$ cat src/mtwd_nvstore.sv
// package of shared constants and types, plus the nonvolatile word store
`default_nettype none

package mtwd_pkg;
    // command block decode
    localparam logic [7:0] OPC_LOAD_UNLOAD = 8'h1b;
    localparam int         IMMED_BIT       = 0;
    localparam int         FUNC_LSB        = 0;
    localparam int         FUNC_W          = 3;
    localparam int         SELECT_BIT      = 7;
    localparam int         SPARE_BIT       = 6;
    // wake function codes
    localparam logic [2:0] FN_SLEEP  = 3'h0;
    localparam logic [2:0] FN_WAKE   = 3'h1;
    localparam logic [2:0] FN_SETUP  = 3'h2;
    localparam logic [2:0] FN_UNLOAD = 3'h3;
    localparam logic [2:0] FN_RSV4   = 3'h4;
    localparam logic [2:0] FN_FINISH = 3'h5;
    localparam logic [2:0] FN_RSV6   = 3'h6;
    localparam logic [2:0] FN_RSV7   = 3'h7;
    // status and sense values
    localparam logic [7:0] ST_GOOD      = 8'h00;
    localparam logic [7:0] ST_CHECK     = 8'h02;
    localparam logic [3:0] SK_NONE      = 4'h0;
    localparam logic [3:0] SK_ILLEGAL   = 4'h5;
    localparam logic [7:0] ASC_NONE     = 8'h00;
    localparam logic [7:0] ASC_BADFIELD = 8'h24;
    localparam logic [7:0] ASC_SEQ      = 8'h2c;
    localparam logic [7:0] ASCQ_ZERO    = 8'h00;
    localparam logic [7:0] FSC_NONE     = 8'h00;
    localparam logic [7:0] FSC_RESERVED = 8'h5b;
    localparam logic [7:0] FSC_NOTMODE  = 8'h50;
    localparam logic [7:0] FSC_INMODE   = 8'h53;
    // register map (byte addresses)
    localparam logic [7:0] REG_CTRL      = 8'h00;
    localparam logic [7:0] REG_STATUS    = 8'h04;
    localparam logic [7:0] REG_SAVED_POS = 8'h08;
    localparam logic [7:0] REG_SENSE     = 8'h0c;
    localparam int         CTRL_EN_BIT   = 0;
    localparam logic       CTRL_EN_RST   = 1'b1;
    localparam logic [0:0] NV_ADDR_STATE = 1'h0;

    typedef enum logic [2:0] {
        S_BOOT = 3'b000,
        S_IDLE = 3'b001,
        S_EXEC = 3'b010
    } mtwd_state_t;

    typedef struct packed {
        logic [7:0] byte0;
        logic [7:0] byte1;
        logic [7:0] byte2;
        logic [7:0] byte3;
        logic [7:0] byte4;
        logic [7:0] byte5;
    } mtwd_cdb_t;

    typedef struct packed {
        logic [7:0] status;
        logic [3:0] sense_key;
        logic [7:0] asc;
        logic [7:0] ascq;
        logic [7:0] fsc;
    } mtwd_stat_t;
endpackage : mtwd_pkg

// word store standing in for the nonvolatile memory; contents ignore reset
module mtwd_nvstore #(
    parameter int DW    = 33,
    parameter int DEPTH = 2,
    parameter int AW    = 1
) (
    // clock
    input  wire logic          clk,
    // write port
    input  wire logic          we,
    input  wire logic [AW-1:0] waddr,
    input  wire logic [DW-1:0] wdata,
    // read port, data one cycle after address
    input  wire logic [AW-1:0] raddr,
    output var  logic [DW-1:0] rdata_q
);
    logic [DW-1:0] mem [DEPTH];

    // blank store on first power-up only; reset must not wipe it
    initial begin
        for (int i = 0; i < DEPTH; i++) begin
            mem[i] = '0;
        end
    end

    always_ff @(posedge clk) begin
        if (we) begin
            mem[waddr] <= wdata;
        end
    end

    always_ff @(posedge clk) begin
        rdata_q <= mem[raddr];
    end
endmodule : mtwd_nvstore

`default_nettype wire

$ cat src/mtwd_decoder.sv
// wake-up variant decoder of the load/unload command block
`default_nettype none

module mtwd_decoder #(
    parameter int POS_W = 32
) (
    // clock and reset
    input  wire logic              SYS_CLK,
    input  wire logic              RST_N,
    // command block in
    input  wire logic              CMD_VALID,
    input  wire mtwd_pkg::mtwd_cdb_t CMD_CDB,
    output var  logic              CMD_READY,
    // status out
    output var  logic              STAT_VALID,
    output var  mtwd_pkg::mtwd_stat_t STAT,
    // ordinary load/unload handed on
    output var  logic              LU_FWD_VALID,
    output var  mtwd_pkg::mtwd_cdb_t LU_FWD_CDB,
    // tape mechanics
    input  wire logic [POS_W-1:0]  CUR_POS,
    input  wire logic              MECH_DONE,
    output var  logic              MECH_REQ,
    output var  logic [2:0]        MECH_OP,
    output var  logic [POS_W-1:0]  MECH_POS,
    output var  logic              MECH_DRAIN_BUF,
    output var  logic              MECH_WRITE_EOD,
    output var  logic              WAKE_MODE,
    // register port
    input  wire logic [7:0]        REG_ADDR,
    input  wire logic [31:0]       REG_WDATA,
    input  wire logic              REG_WR,
    input  wire logic              REG_RD,
    output var  logic [31:0]       REG_RDATA
);
    localparam int NV_W = POS_W + 1;

    mtwd_pkg::mtwd_state_t state_q;
    logic                  immed_q;
    logic                  en_q;
    logic [POS_W-1:0]      saved_pos_q;
    logic                  nv_we_q;
    logic [NV_W-1:0]       nv_wdata_q;
    logic [NV_W-1:0]       nv_rdata;

    // decode of the offered block
    logic       take;
    logic       is_ours;
    logic       is_wake;
    logic [2:0] func;
    logic       immed;
    logic       rsv_func;
    logic       bad_mode;
    logic       bad_setup;
    logic       reject;
    logic       mech_fn;

    assign take     = CMD_VALID && CMD_READY;
    assign is_ours  = CMD_CDB.byte0 == mtwd_pkg::OPC_LOAD_UNLOAD;
    // spare vendor bit deliberately not decoded
    assign is_wake  = en_q && CMD_CDB.byte5[mtwd_pkg::SELECT_BIT];
    assign func     = CMD_CDB.byte4[mtwd_pkg::FUNC_LSB +: mtwd_pkg::FUNC_W];
    assign immed    = CMD_CDB.byte1[mtwd_pkg::IMMED_BIT];
    assign rsv_func = (func == mtwd_pkg::FN_RSV4) || (func == mtwd_pkg::FN_RSV6)
                   || (func == mtwd_pkg::FN_RSV7);
    assign bad_mode  = !rsv_func && !WAKE_MODE && (func != mtwd_pkg::FN_SETUP);
    assign bad_setup = !rsv_func && WAKE_MODE && (func == mtwd_pkg::FN_SETUP);
    assign reject    = rsv_func || bad_mode || bad_setup;
    assign mech_fn   = (func == mtwd_pkg::FN_SLEEP) || (func == mtwd_pkg::FN_WAKE)
                    || (func == mtwd_pkg::FN_UNLOAD);

    mtwd_nvstore #(
        .DW    (NV_W),
        .DEPTH (2),
        .AW    (1)
    ) u_nv (
        .clk     (SYS_CLK),
        .we      (nv_we_q),
        .waddr   (mtwd_pkg::NV_ADDR_STATE),
        .wdata   (nv_wdata_q),
        .raddr   (mtwd_pkg::NV_ADDR_STATE),
        .rdata_q (nv_rdata)
    );

    // sequencer: boot reload, idle decode, wait for mechanics
    always_ff @(posedge SYS_CLK) begin
        if (!RST_N) begin
            state_q   <= mtwd_pkg::S_BOOT;
            CMD_READY <= 1'b0;
            immed_q   <= 1'b0;
        end else begin
            unique case (state_q)
                mtwd_pkg::S_BOOT: begin
                    state_q   <= mtwd_pkg::S_IDLE;
                    CMD_READY <= 1'b1;
                end
                mtwd_pkg::S_IDLE: begin
                    if (take && is_ours && is_wake && !reject && mech_fn) begin
                        state_q   <= mtwd_pkg::S_EXEC;
                        CMD_READY <= 1'b0;
                        immed_q   <= immed;
                    end
                end
                mtwd_pkg::S_EXEC: begin
                    if (MECH_DONE) begin
                        state_q   <= mtwd_pkg::S_IDLE;
                        CMD_READY <= 1'b1;
                    end
                end
                default: begin
                    state_q   <= mtwd_pkg::S_BOOT;
                    CMD_READY <= 1'b0;
                end
            endcase
        end
    end

    // status return
    always_ff @(posedge SYS_CLK) begin
        if (!RST_N) begin
            STAT_VALID <= 1'b0;
            STAT       <= '0;
        end else begin
            STAT_VALID <= 1'b0;
            if (state_q == mtwd_pkg::S_IDLE && take && is_ours && is_wake) begin
                STAT_VALID     <= reject || !mech_fn || immed;
                STAT.status    <= reject ? mtwd_pkg::ST_CHECK : mtwd_pkg::ST_GOOD;
                STAT.sense_key <= reject ? mtwd_pkg::SK_ILLEGAL : mtwd_pkg::SK_NONE;
                STAT.ascq      <= mtwd_pkg::ASCQ_ZERO;
                if (rsv_func) begin
                    STAT.asc <= mtwd_pkg::ASC_BADFIELD;
                    STAT.fsc <= mtwd_pkg::FSC_RESERVED;
                end else if (bad_mode) begin
                    STAT.asc <= mtwd_pkg::ASC_SEQ;
                    STAT.fsc <= mtwd_pkg::FSC_NOTMODE;
                end else if (bad_setup) begin
                    STAT.asc <= mtwd_pkg::ASC_SEQ;
                    STAT.fsc <= mtwd_pkg::FSC_INMODE;
                end else begin
                    STAT.asc <= mtwd_pkg::ASC_NONE;
                    STAT.fsc <= mtwd_pkg::FSC_NONE;
                end
            end else if (state_q == mtwd_pkg::S_EXEC && MECH_DONE && !immed_q) begin
                STAT_VALID <= 1'b1;
                STAT       <= '0;
            end
        end
    end

    // ordinary command hand-on
    always_ff @(posedge SYS_CLK) begin
        if (!RST_N) begin
            LU_FWD_VALID <= 1'b0;
            LU_FWD_CDB   <= '0;
        end else begin
            LU_FWD_VALID <= state_q == mtwd_pkg::S_IDLE && take && is_ours && !is_wake;
            if (take) begin
                LU_FWD_CDB <= CMD_CDB;
            end
        end
    end

    // mechanics requests
    always_ff @(posedge SYS_CLK) begin
        if (!RST_N) begin
            MECH_REQ       <= 1'b0;
            MECH_OP        <= mtwd_pkg::FN_SLEEP;
            MECH_POS       <= '0;
            MECH_DRAIN_BUF <= 1'b0;
            MECH_WRITE_EOD <= 1'b0;
        end else begin
            MECH_REQ <= 1'b0;
            if (state_q == mtwd_pkg::S_IDLE && take && is_ours && is_wake && !reject
                    && mech_fn) begin
                MECH_REQ <= 1'b1;
                MECH_OP  <= func;
                MECH_POS <= saved_pos_q;
                // never flush or mark the end: the point is to save power and time
                MECH_DRAIN_BUF <= 1'b0;
                MECH_WRITE_EOD <= 1'b0;
            end
        end
    end

    // wake mode, saved position and their nonvolatile copy
    always_ff @(posedge SYS_CLK) begin
        if (!RST_N) begin
            WAKE_MODE   <= 1'b0;
            saved_pos_q <= '0;
            nv_we_q     <= 1'b0;
            nv_wdata_q  <= '0;
        end else begin
            nv_we_q <= 1'b0;
            if (state_q == mtwd_pkg::S_BOOT) begin
                // store read data is valid here: clock ran during reset
                WAKE_MODE   <= nv_rdata[POS_W];
                saved_pos_q <= nv_rdata[POS_W-1:0];
            end else if (state_q == mtwd_pkg::S_IDLE && take && is_ours && is_wake
                    && !reject) begin
                unique case (func)
                    mtwd_pkg::FN_SLEEP: begin
                        saved_pos_q <= CUR_POS;
                        nv_we_q     <= 1'b1;
                        nv_wdata_q  <= {WAKE_MODE, CUR_POS};
                    end
                    mtwd_pkg::FN_SETUP: begin
                        WAKE_MODE   <= 1'b1;
                        saved_pos_q <= CUR_POS;
                        nv_we_q     <= 1'b1;
                        nv_wdata_q  <= {1'b1, CUR_POS};
                    end
                    mtwd_pkg::FN_FINISH: begin
                        WAKE_MODE  <= 1'b0;
                        nv_we_q    <= 1'b1;
                        nv_wdata_q <= {1'b0, saved_pos_q};
                    end
                    default: begin
                        nv_we_q <= 1'b0;
                    end
                endcase
            end
        end
    end

    // register port: control write, read data one cycle later
    always_ff @(posedge SYS_CLK) begin
        if (!RST_N) begin
            en_q <= mtwd_pkg::CTRL_EN_RST;
        end else if (REG_WR && REG_ADDR == mtwd_pkg::REG_CTRL) begin
            en_q <= REG_WDATA[mtwd_pkg::CTRL_EN_BIT];
        end
    end

    always_ff @(posedge SYS_CLK) begin
        if (!RST_N) begin
            REG_RDATA <= '0;
        end else begin
            REG_RDATA <= '0;
            if (REG_RD) begin
                unique case (REG_ADDR)
                    mtwd_pkg::REG_CTRL:      REG_RDATA <= {31'h0, en_q};
                    mtwd_pkg::REG_STATUS:    REG_RDATA <= {22'h0, STAT.status, !CMD_READY,
                                                           WAKE_MODE};
                    mtwd_pkg::REG_SAVED_POS: REG_RDATA <= 32'(saved_pos_q);
                    mtwd_pkg::REG_SENSE:     REG_RDATA <= {4'h0, STAT.sense_key, STAT.asc,
                                                           8'h0, STAT.fsc};
                    default:                 REG_RDATA <= '0;
                endcase
            end
        end
    end

    // checks
    property p_opcode_gate;
        @(posedge SYS_CLK) disable iff (!RST_N)
        take && !is_ours |-> ##1 !STAT_VALID && !LU_FWD_VALID && !MECH_REQ;
    endproperty
    a_opcode_gate: assert property (p_opcode_gate)
        else $error("foreign opcode produced activity");

    property p_forward;
        @(posedge SYS_CLK) disable iff (!RST_N)
        take && is_ours && !CMD_CDB.byte5[mtwd_pkg::SELECT_BIT]
            |-> ##1 LU_FWD_VALID && !STAT_VALID && !MECH_REQ;
    endproperty
    a_forward: assert property (p_forward)
        else $error("ordinary block not handed on");

    property p_reserved;
        @(posedge SYS_CLK) disable iff (!RST_N)
        take && is_ours && is_wake && rsv_func |-> ##1 STAT_VALID
            && STAT.status == mtwd_pkg::ST_CHECK && STAT.asc == mtwd_pkg::ASC_BADFIELD
            && STAT.fsc == mtwd_pkg::FSC_RESERVED && !MECH_REQ;
    endproperty
    a_reserved: assert property (p_reserved)
        else $error("reserved code not rejected");

    property p_not_mode;
        @(posedge SYS_CLK) disable iff (!RST_N)
        take && is_ours && is_wake && !rsv_func && !WAKE_MODE
            && func != mtwd_pkg::FN_SETUP |-> ##1 STAT_VALID
            && STAT.sense_key == mtwd_pkg::SK_ILLEGAL && STAT.asc == mtwd_pkg::ASC_SEQ
            && STAT.fsc == mtwd_pkg::FSC_NOTMODE && !MECH_REQ;
    endproperty
    a_not_mode: assert property (p_not_mode)
        else $error("function outside wake mode accepted");

    property p_setup_twice;
        @(posedge SYS_CLK) disable iff (!RST_N)
        take && is_ours && is_wake && WAKE_MODE && func == mtwd_pkg::FN_SETUP
            |-> ##1 STAT_VALID && STAT.fsc == mtwd_pkg::FSC_INMODE && !nv_we_q;
    endproperty
    a_setup_twice: assert property (p_setup_twice)
        else $error("repeated setup accepted");

    property p_immed;
        @(posedge SYS_CLK) disable iff (!RST_N)
        take && is_ours && is_wake && !reject && mech_fn && immed
            |-> ##1 STAT_VALID && MECH_REQ && STAT.status == mtwd_pkg::ST_GOOD;
    endproperty
    a_immed: assert property (p_immed)
        else $error("early status not returned at start");

    property p_deferred;
        @(posedge SYS_CLK) disable iff (!RST_N)
        state_q == mtwd_pkg::S_EXEC && !immed_q |->
            (STAT_VALID == $past(MECH_DONE && state_q == mtwd_pkg::S_EXEC) || $past(take));
    endproperty
    a_deferred: assert property (p_deferred)
        else $error("status not tied to completion");

    property p_unload;
        @(posedge SYS_CLK) disable iff (!RST_N)
        MECH_REQ && MECH_OP == mtwd_pkg::FN_UNLOAD |-> !MECH_DRAIN_BUF && !MECH_WRITE_EOD;
    endproperty
    a_unload: assert property (p_unload)
        else $error("unload now drains or marks end");

    property p_setup_mode;
        @(posedge SYS_CLK) disable iff (!RST_N)
        take && is_ours && is_wake && !WAKE_MODE && func == mtwd_pkg::FN_SETUP
            |-> ##1 WAKE_MODE && nv_we_q && nv_wdata_q == {1'b1, $past(CUR_POS)};
    endproperty
    a_setup_mode: assert property (p_setup_mode)
        else $error("setup did not enter and save mode");

    property p_finish;
        @(posedge SYS_CLK) disable iff (!RST_N)
        take && is_ours && is_wake && WAKE_MODE && func == mtwd_pkg::FN_FINISH
            |-> ##1 !WAKE_MODE && nv_we_q && !nv_wdata_q[POS_W];
    endproperty
    a_finish: assert property (p_finish)
        else $error("finish did not leave mode");

    property p_wake_target;
        @(posedge SYS_CLK) disable iff (!RST_N)
        MECH_REQ && MECH_OP == mtwd_pkg::FN_WAKE |-> MECH_POS == saved_pos_q;
    endproperty
    a_wake_target: assert property (p_wake_target)
        else $error("wake target not the saved position");

    property p_sleep_save;
        @(posedge SYS_CLK) disable iff (!RST_N)
        take && is_ours && is_wake && WAKE_MODE && func == mtwd_pkg::FN_SLEEP
            |-> ##1 MECH_REQ && nv_we_q && saved_pos_q == $past(CUR_POS);
    endproperty
    a_sleep_save: assert property (p_sleep_save)
        else $error("sleep did not save position");
endmodule : mtwd_decoder

`default_nettype wire

$ cat config.mk
export PLATFORM = sky130hd
export DESIGN_NAME = mtwd_decoder
export DESIGN_NICKNAME = d
export VERILOG_FILES = /design/src/mtwd_nvstore.sv /design/src/mtwd_decoder.sv
export SDC_FILE = /design/constraint.sdc
export NUM_CORES = 1
export LEC_CHECK = 0
export BUFFER_PORTS_ARGS = -buffer_cell sky130_fd_sc_hd__clkbuf_2
export CAP_MARGIN = 25
export CORE_ASPECT_RATIO = 0.9
export CORE_UTILIZATION = 49
export CTS_CLUSTER_SIZE = 8
export DETAILED_ROUTE_END_ITERATION = 10
export PLACE_DENSITY = 0.89
export SYNTH_ARGS = -nofsm -noshare
export SYNTH_HDL_FRONTEND = slang
export SYNTH_HIERARCHICAL = 1
export SYNTH_SLANG_ARGS = --single-unit
export TNS_END_PERCENT = 30
$ cat constraint.sdc
create_clock -name SYS_CLK -period 2.3 [get_ports SYS_CLK]
set_input_delay 0.46 -clock SYS_CLK [delete_from_list [all_inputs] [get_ports SYS_CLK]]
set_output_delay 0.46 -clock SYS_CLK [all_outputs]
set_load 0.02 [all_outputs]
==> results.py <==
metrics = {
    "status": {
        "outcome": "complete, but fails checks",
        "failed_checks": "slew limit",
    },
    "routing": {
        "drt.antenna.violating_nets": 0,
        "vias_per_cell": 5.26,
        "detailedRoute.firstPassIterationCount": 5,
        "route.detailed.wl_per_inst_um": 17.6,
        "detail_route.iter0.violations": 660,
        "top_signal_layer_used": "met5",
        "wl_met2_um": 14300,
        "vias": 8584,
        "wirelength_um": 28600,
        "route.detailed.drc": 0,
        "dr_wl_met3_um": 2000,
        "wirelength_met1_um": 11400,
    },
    "clock_network": {
        "cts_post_setup_buffers_inserted": 0,
        "clock_sink_count": 293,
        "clockRootBuffer": "sky130_fd_sc_hd__clkbuf_16",
        "clkTransAtPathRegs_ns": 0.05,
        "clock_tree.htree_level_count": 2,
        "tritoncts": "yes",
        "cts_inserted_buffers": 42,
        "cts.hold.buffers_added": 0,
        "cts-root-to-sink-buffers": 3,
        "clk_latency_ns": 0.52,
        "postCtsResizedCells": 0,
    },
    "sta": {
        "final_setup_violating_endpoints": 0,
        "layout_worst_path_cycle_share_pct": 89.6,
        "grt_setup_unrepaired": "false",
        "skew_ns": 0.0187,
        "slew_violations": 34,
        "period_needed_ns": 2.06,
        "timing.slew.headroom_pct": -17.6,
        "timing_hold_violations_final": 0,
        "max_clock_freq_ghz": 0.485,
        "finalSetupTns_ns": 0,
        "tightest_slew_ns": 1.76,
    },
    "pwr": {
        "power.clock.fraction_pct": 47.7,
        "power_switching_share_pct": 22.5,
        "report.power.total_w": 0.0116,
        "max-vdd-ir-drop_mv": 0.550,
        "pwr-share-comb_pct": 6.3,
        "switchingPower_w": 0.00261,
        "p_seq_share_pct": 46.0,
        "pwr_density_cell_mw_per_mm2": 817,
        "intPower_w": 0.00900,
        "power.leakage_nw": 6.44,
    },
    "job": {
        "max_cap_viol_count": 0,
    },
    "setup_path": {
        "crit_chain": "nand3b_1 -> or4_1 -> buf_4 -> o31ai_4 -> buf_12 -> o221ai_1",
        "worst_path_max_delay_cell": "sky130_fd_sc_hd__or4_1",
        "setup.worst_path.start_class": "flop",
        "worstPathRequired_ns": 2.69,
        "worstPathMaxFanout": 16,
        "critical-path-max-stage-delay_ns": 0.51,
        "critPathKind": "flop to flop",
        "critPathArrivalTime_ns": 2.45,
        "timing.critical_path.to_type": "flop",
    },
    "final_layout": {
        "final_cells": 1631,
        "layout_common_cells": "sky130_fd_sc_hd__nand2_1, sky130_fd_sc_hd__dfxtp_1, sky130_fd_sc_hd__clkbuf_2",
        "layout.area.seq_sq_mm": 0.00653,
        "mostFrequentLayoutCell": "sky130_fd_sc_hd__nand2_1",
        "syn2layout_area_growth_pct": 22.2,
        "drive_gt1_share_pct": 31.2,
        "multi_input_area_sq_mm": 0.00447,
        "final_cell_area_sq_mm": 0.0142,
        "n_fill_cell": 1801,
        "num-nets-final": 1429,
    },
    "floorplanning": {
        "die_h_um": 148,
        "initial_utilization_pct": 49.8,
        "die_boundary_width_um": 164,
        "design.portCount": 284,
        "rows": 53,
        "die_area_sq_mm": 0.0243,
        "coreArea_sq_mm": 0.0233,
    },
    "min_path": {
        "hold_path_class": "primary input to flop",
    },
    "global_routing": {
        "grt_max_degree": 80,
        "first_global_vias": 8447,
        "grt.total_usage_pct": 23.0,
        "globalRouteOverflowTotal": 0,
        "grt_antenna_before_repair": 4,
        "grt_first_pass_wirelength_um": 43600,
    },
    "placement": {
        "placement_cell_area_sq_mm": 0.0130,
        "numPlacedInstances": 1561,
        "place.detailed.hpwl_um": 18600,
        "place.gp.congestion": 0.840,
        "io_buffer_count": 225,
    },
    "yosys": {
        "netlist_instances": 1073,
        "yosysWarnings": 6,
        "post_synth.cell_area_avg_sq_um": 10.8,
        "syn_area_sq_mm": 0.0116,
        "synthesized_flop_and_latch_total": 293,
        "fraction_of_the_yosys_area_taken_by_sequential_cells_pct": 56.2,
        "synth.lib_cells_used.distinct": 50,
    },
}
[final cells by class]
cell class	count	share of cell area [%]
well taps	302	2.66
clock inverters	2	0.0969
clock buffers	66	8.18
diodes	2	0.0352
multi-input cells	669	31.5
flip-flops and latches	293	46.0
inverters	36	0.951
repair buffers	261	10.6
[state kept, by name, summed over array words and instances (netlist names)]
| name | count |
|---|---|
| u_nv/rdata_q | 33 |
| MECH_OP | 3 |
| immed_q | 1 |
| LU_FWD_CDB | 48 |
| REG_RDATA | 32 |
| state_q | 2 |
| STAT | 5 |
| nv_wdata_q | 33 |
| nv_we_q | 1 |
| saved_pos_q | 32 |
| MECH_REQ | 1 |
| en_q | 1 |
| WAKE_MODE | 1 |
| MECH_POS | 32 |
| LU_FWD_VALID | 1 |
| STAT_VALID | 1 |
| u_nv/mem | 66 |
[cells by family after synthesis]
group,after synthesis,synth area share [%]
AND/OR/NAND/NOR,357,13.2
flip-flops,293,56.2
multiplexers,167,16.2
buffers and inverters,140,6.57
AO/OA/AOI/OAI,115,7.91
other,1,0.0323
[power groups by stage]
stage | clock (W) | combinational (W) | sequential [W]
2_1_floorplan | 0 | 0.000459 | 0.00548
3_3_place_gp | 0 | 0.000693 | 0.00544
3_5_place_dp | 0 | 0.000710 | 0.00544
4_1_cts | 0.00561 | 0.000718 | 0.00534
5_1_grt | 0.00583 | 0.000783 | 0.00534
6_report | 0.00554 | 0.000727 | 0.00534
[worst paths after layout]
kind,from,to,slack (ns),cells after the start
worst min register to register,nv_wdata_q[3]$_SDFFE_PN0P_,u_nv/mem[0][3]$_DFFE_PP_,0.45,0
worst min-delay path,REG_WDATA[0],en_q$_SDFFE_PN1P_,0.16,3
worst max register to register,en_q$_SDFFE_PN1P_,saved_pos_q[15]$_SDFFE_PN0P_,0.24,6
worst max-delay path,en_q$_SDFFE_PN1P_,saved_pos_q[15]$_SDFFE_PN0P_,0.24,6
[routing by layer]
layer  up-vias  global-route usage [%]
met1      4129                    27.8
met4         4                    10.3
met2       315                    38.6
met5         -                       0
li1       4065                       -
met3        71                    5.52
[synth_stat cells, drive strengths merged]
cell     number  area, sq um
a21boi        1         7.51
o211ai        1         7.51
nor4          3         25.0
or3b          1         8.76
mux2i       101         1010
and4          1         8.76
a21oi        63          315
and4b         1         10.0
nand3         7         35.0
o21ai        10         50.1
edfxtp       66         1980
and3          1         6.26
and2          2         12.5
nor3b         1         7.51
conb          1         3.75
clkinv        1         3.75
nand3b        2         15.0
mux4          1         22.5
a211oi        2         15.0
o211a         1         10.0
nor3         24          120
or2           4         25.0
dfxtp       227         4540
clkbuf       46          173
or3           1         6.26
a41o          1         10.0
nand4bb       3         33.8
buf          58          455
nand4         4         25.0
a21bo         1         10.0
nor2b         7         43.8
nand2       270         1010
nand2b        7         43.8
a31oi         1         6.26
o31ai         1         12.5
inv          35          131
o221ai       32          468
or4           3         26.3
or4b          1         10.0
mux2         65          845
a22oi         1         7.51
nor2         14         52.6
[metrics by stage]
step                utilization (%)  hold WS, ns  setup WS, ns
global route                   60.8        0.154         0.171
global placement               55.8        0.429       -0.0477
CTS                            60.8        0.149         0.252
finish                         60.8        0.157         0.240
floorplan                         -        0.425        0.0424
detailed placement             55.8        0.439       -0.0734
[worst max-delay path: cells and delay by family, from the launching register on]
kind,cells,cell delay [ns]
buf+inv,2,0.42
simple gates,2,0.67
compound gates,2,0.43
flops,1,0.40
No activity file was read; power rests on OpenSTA's default activity.
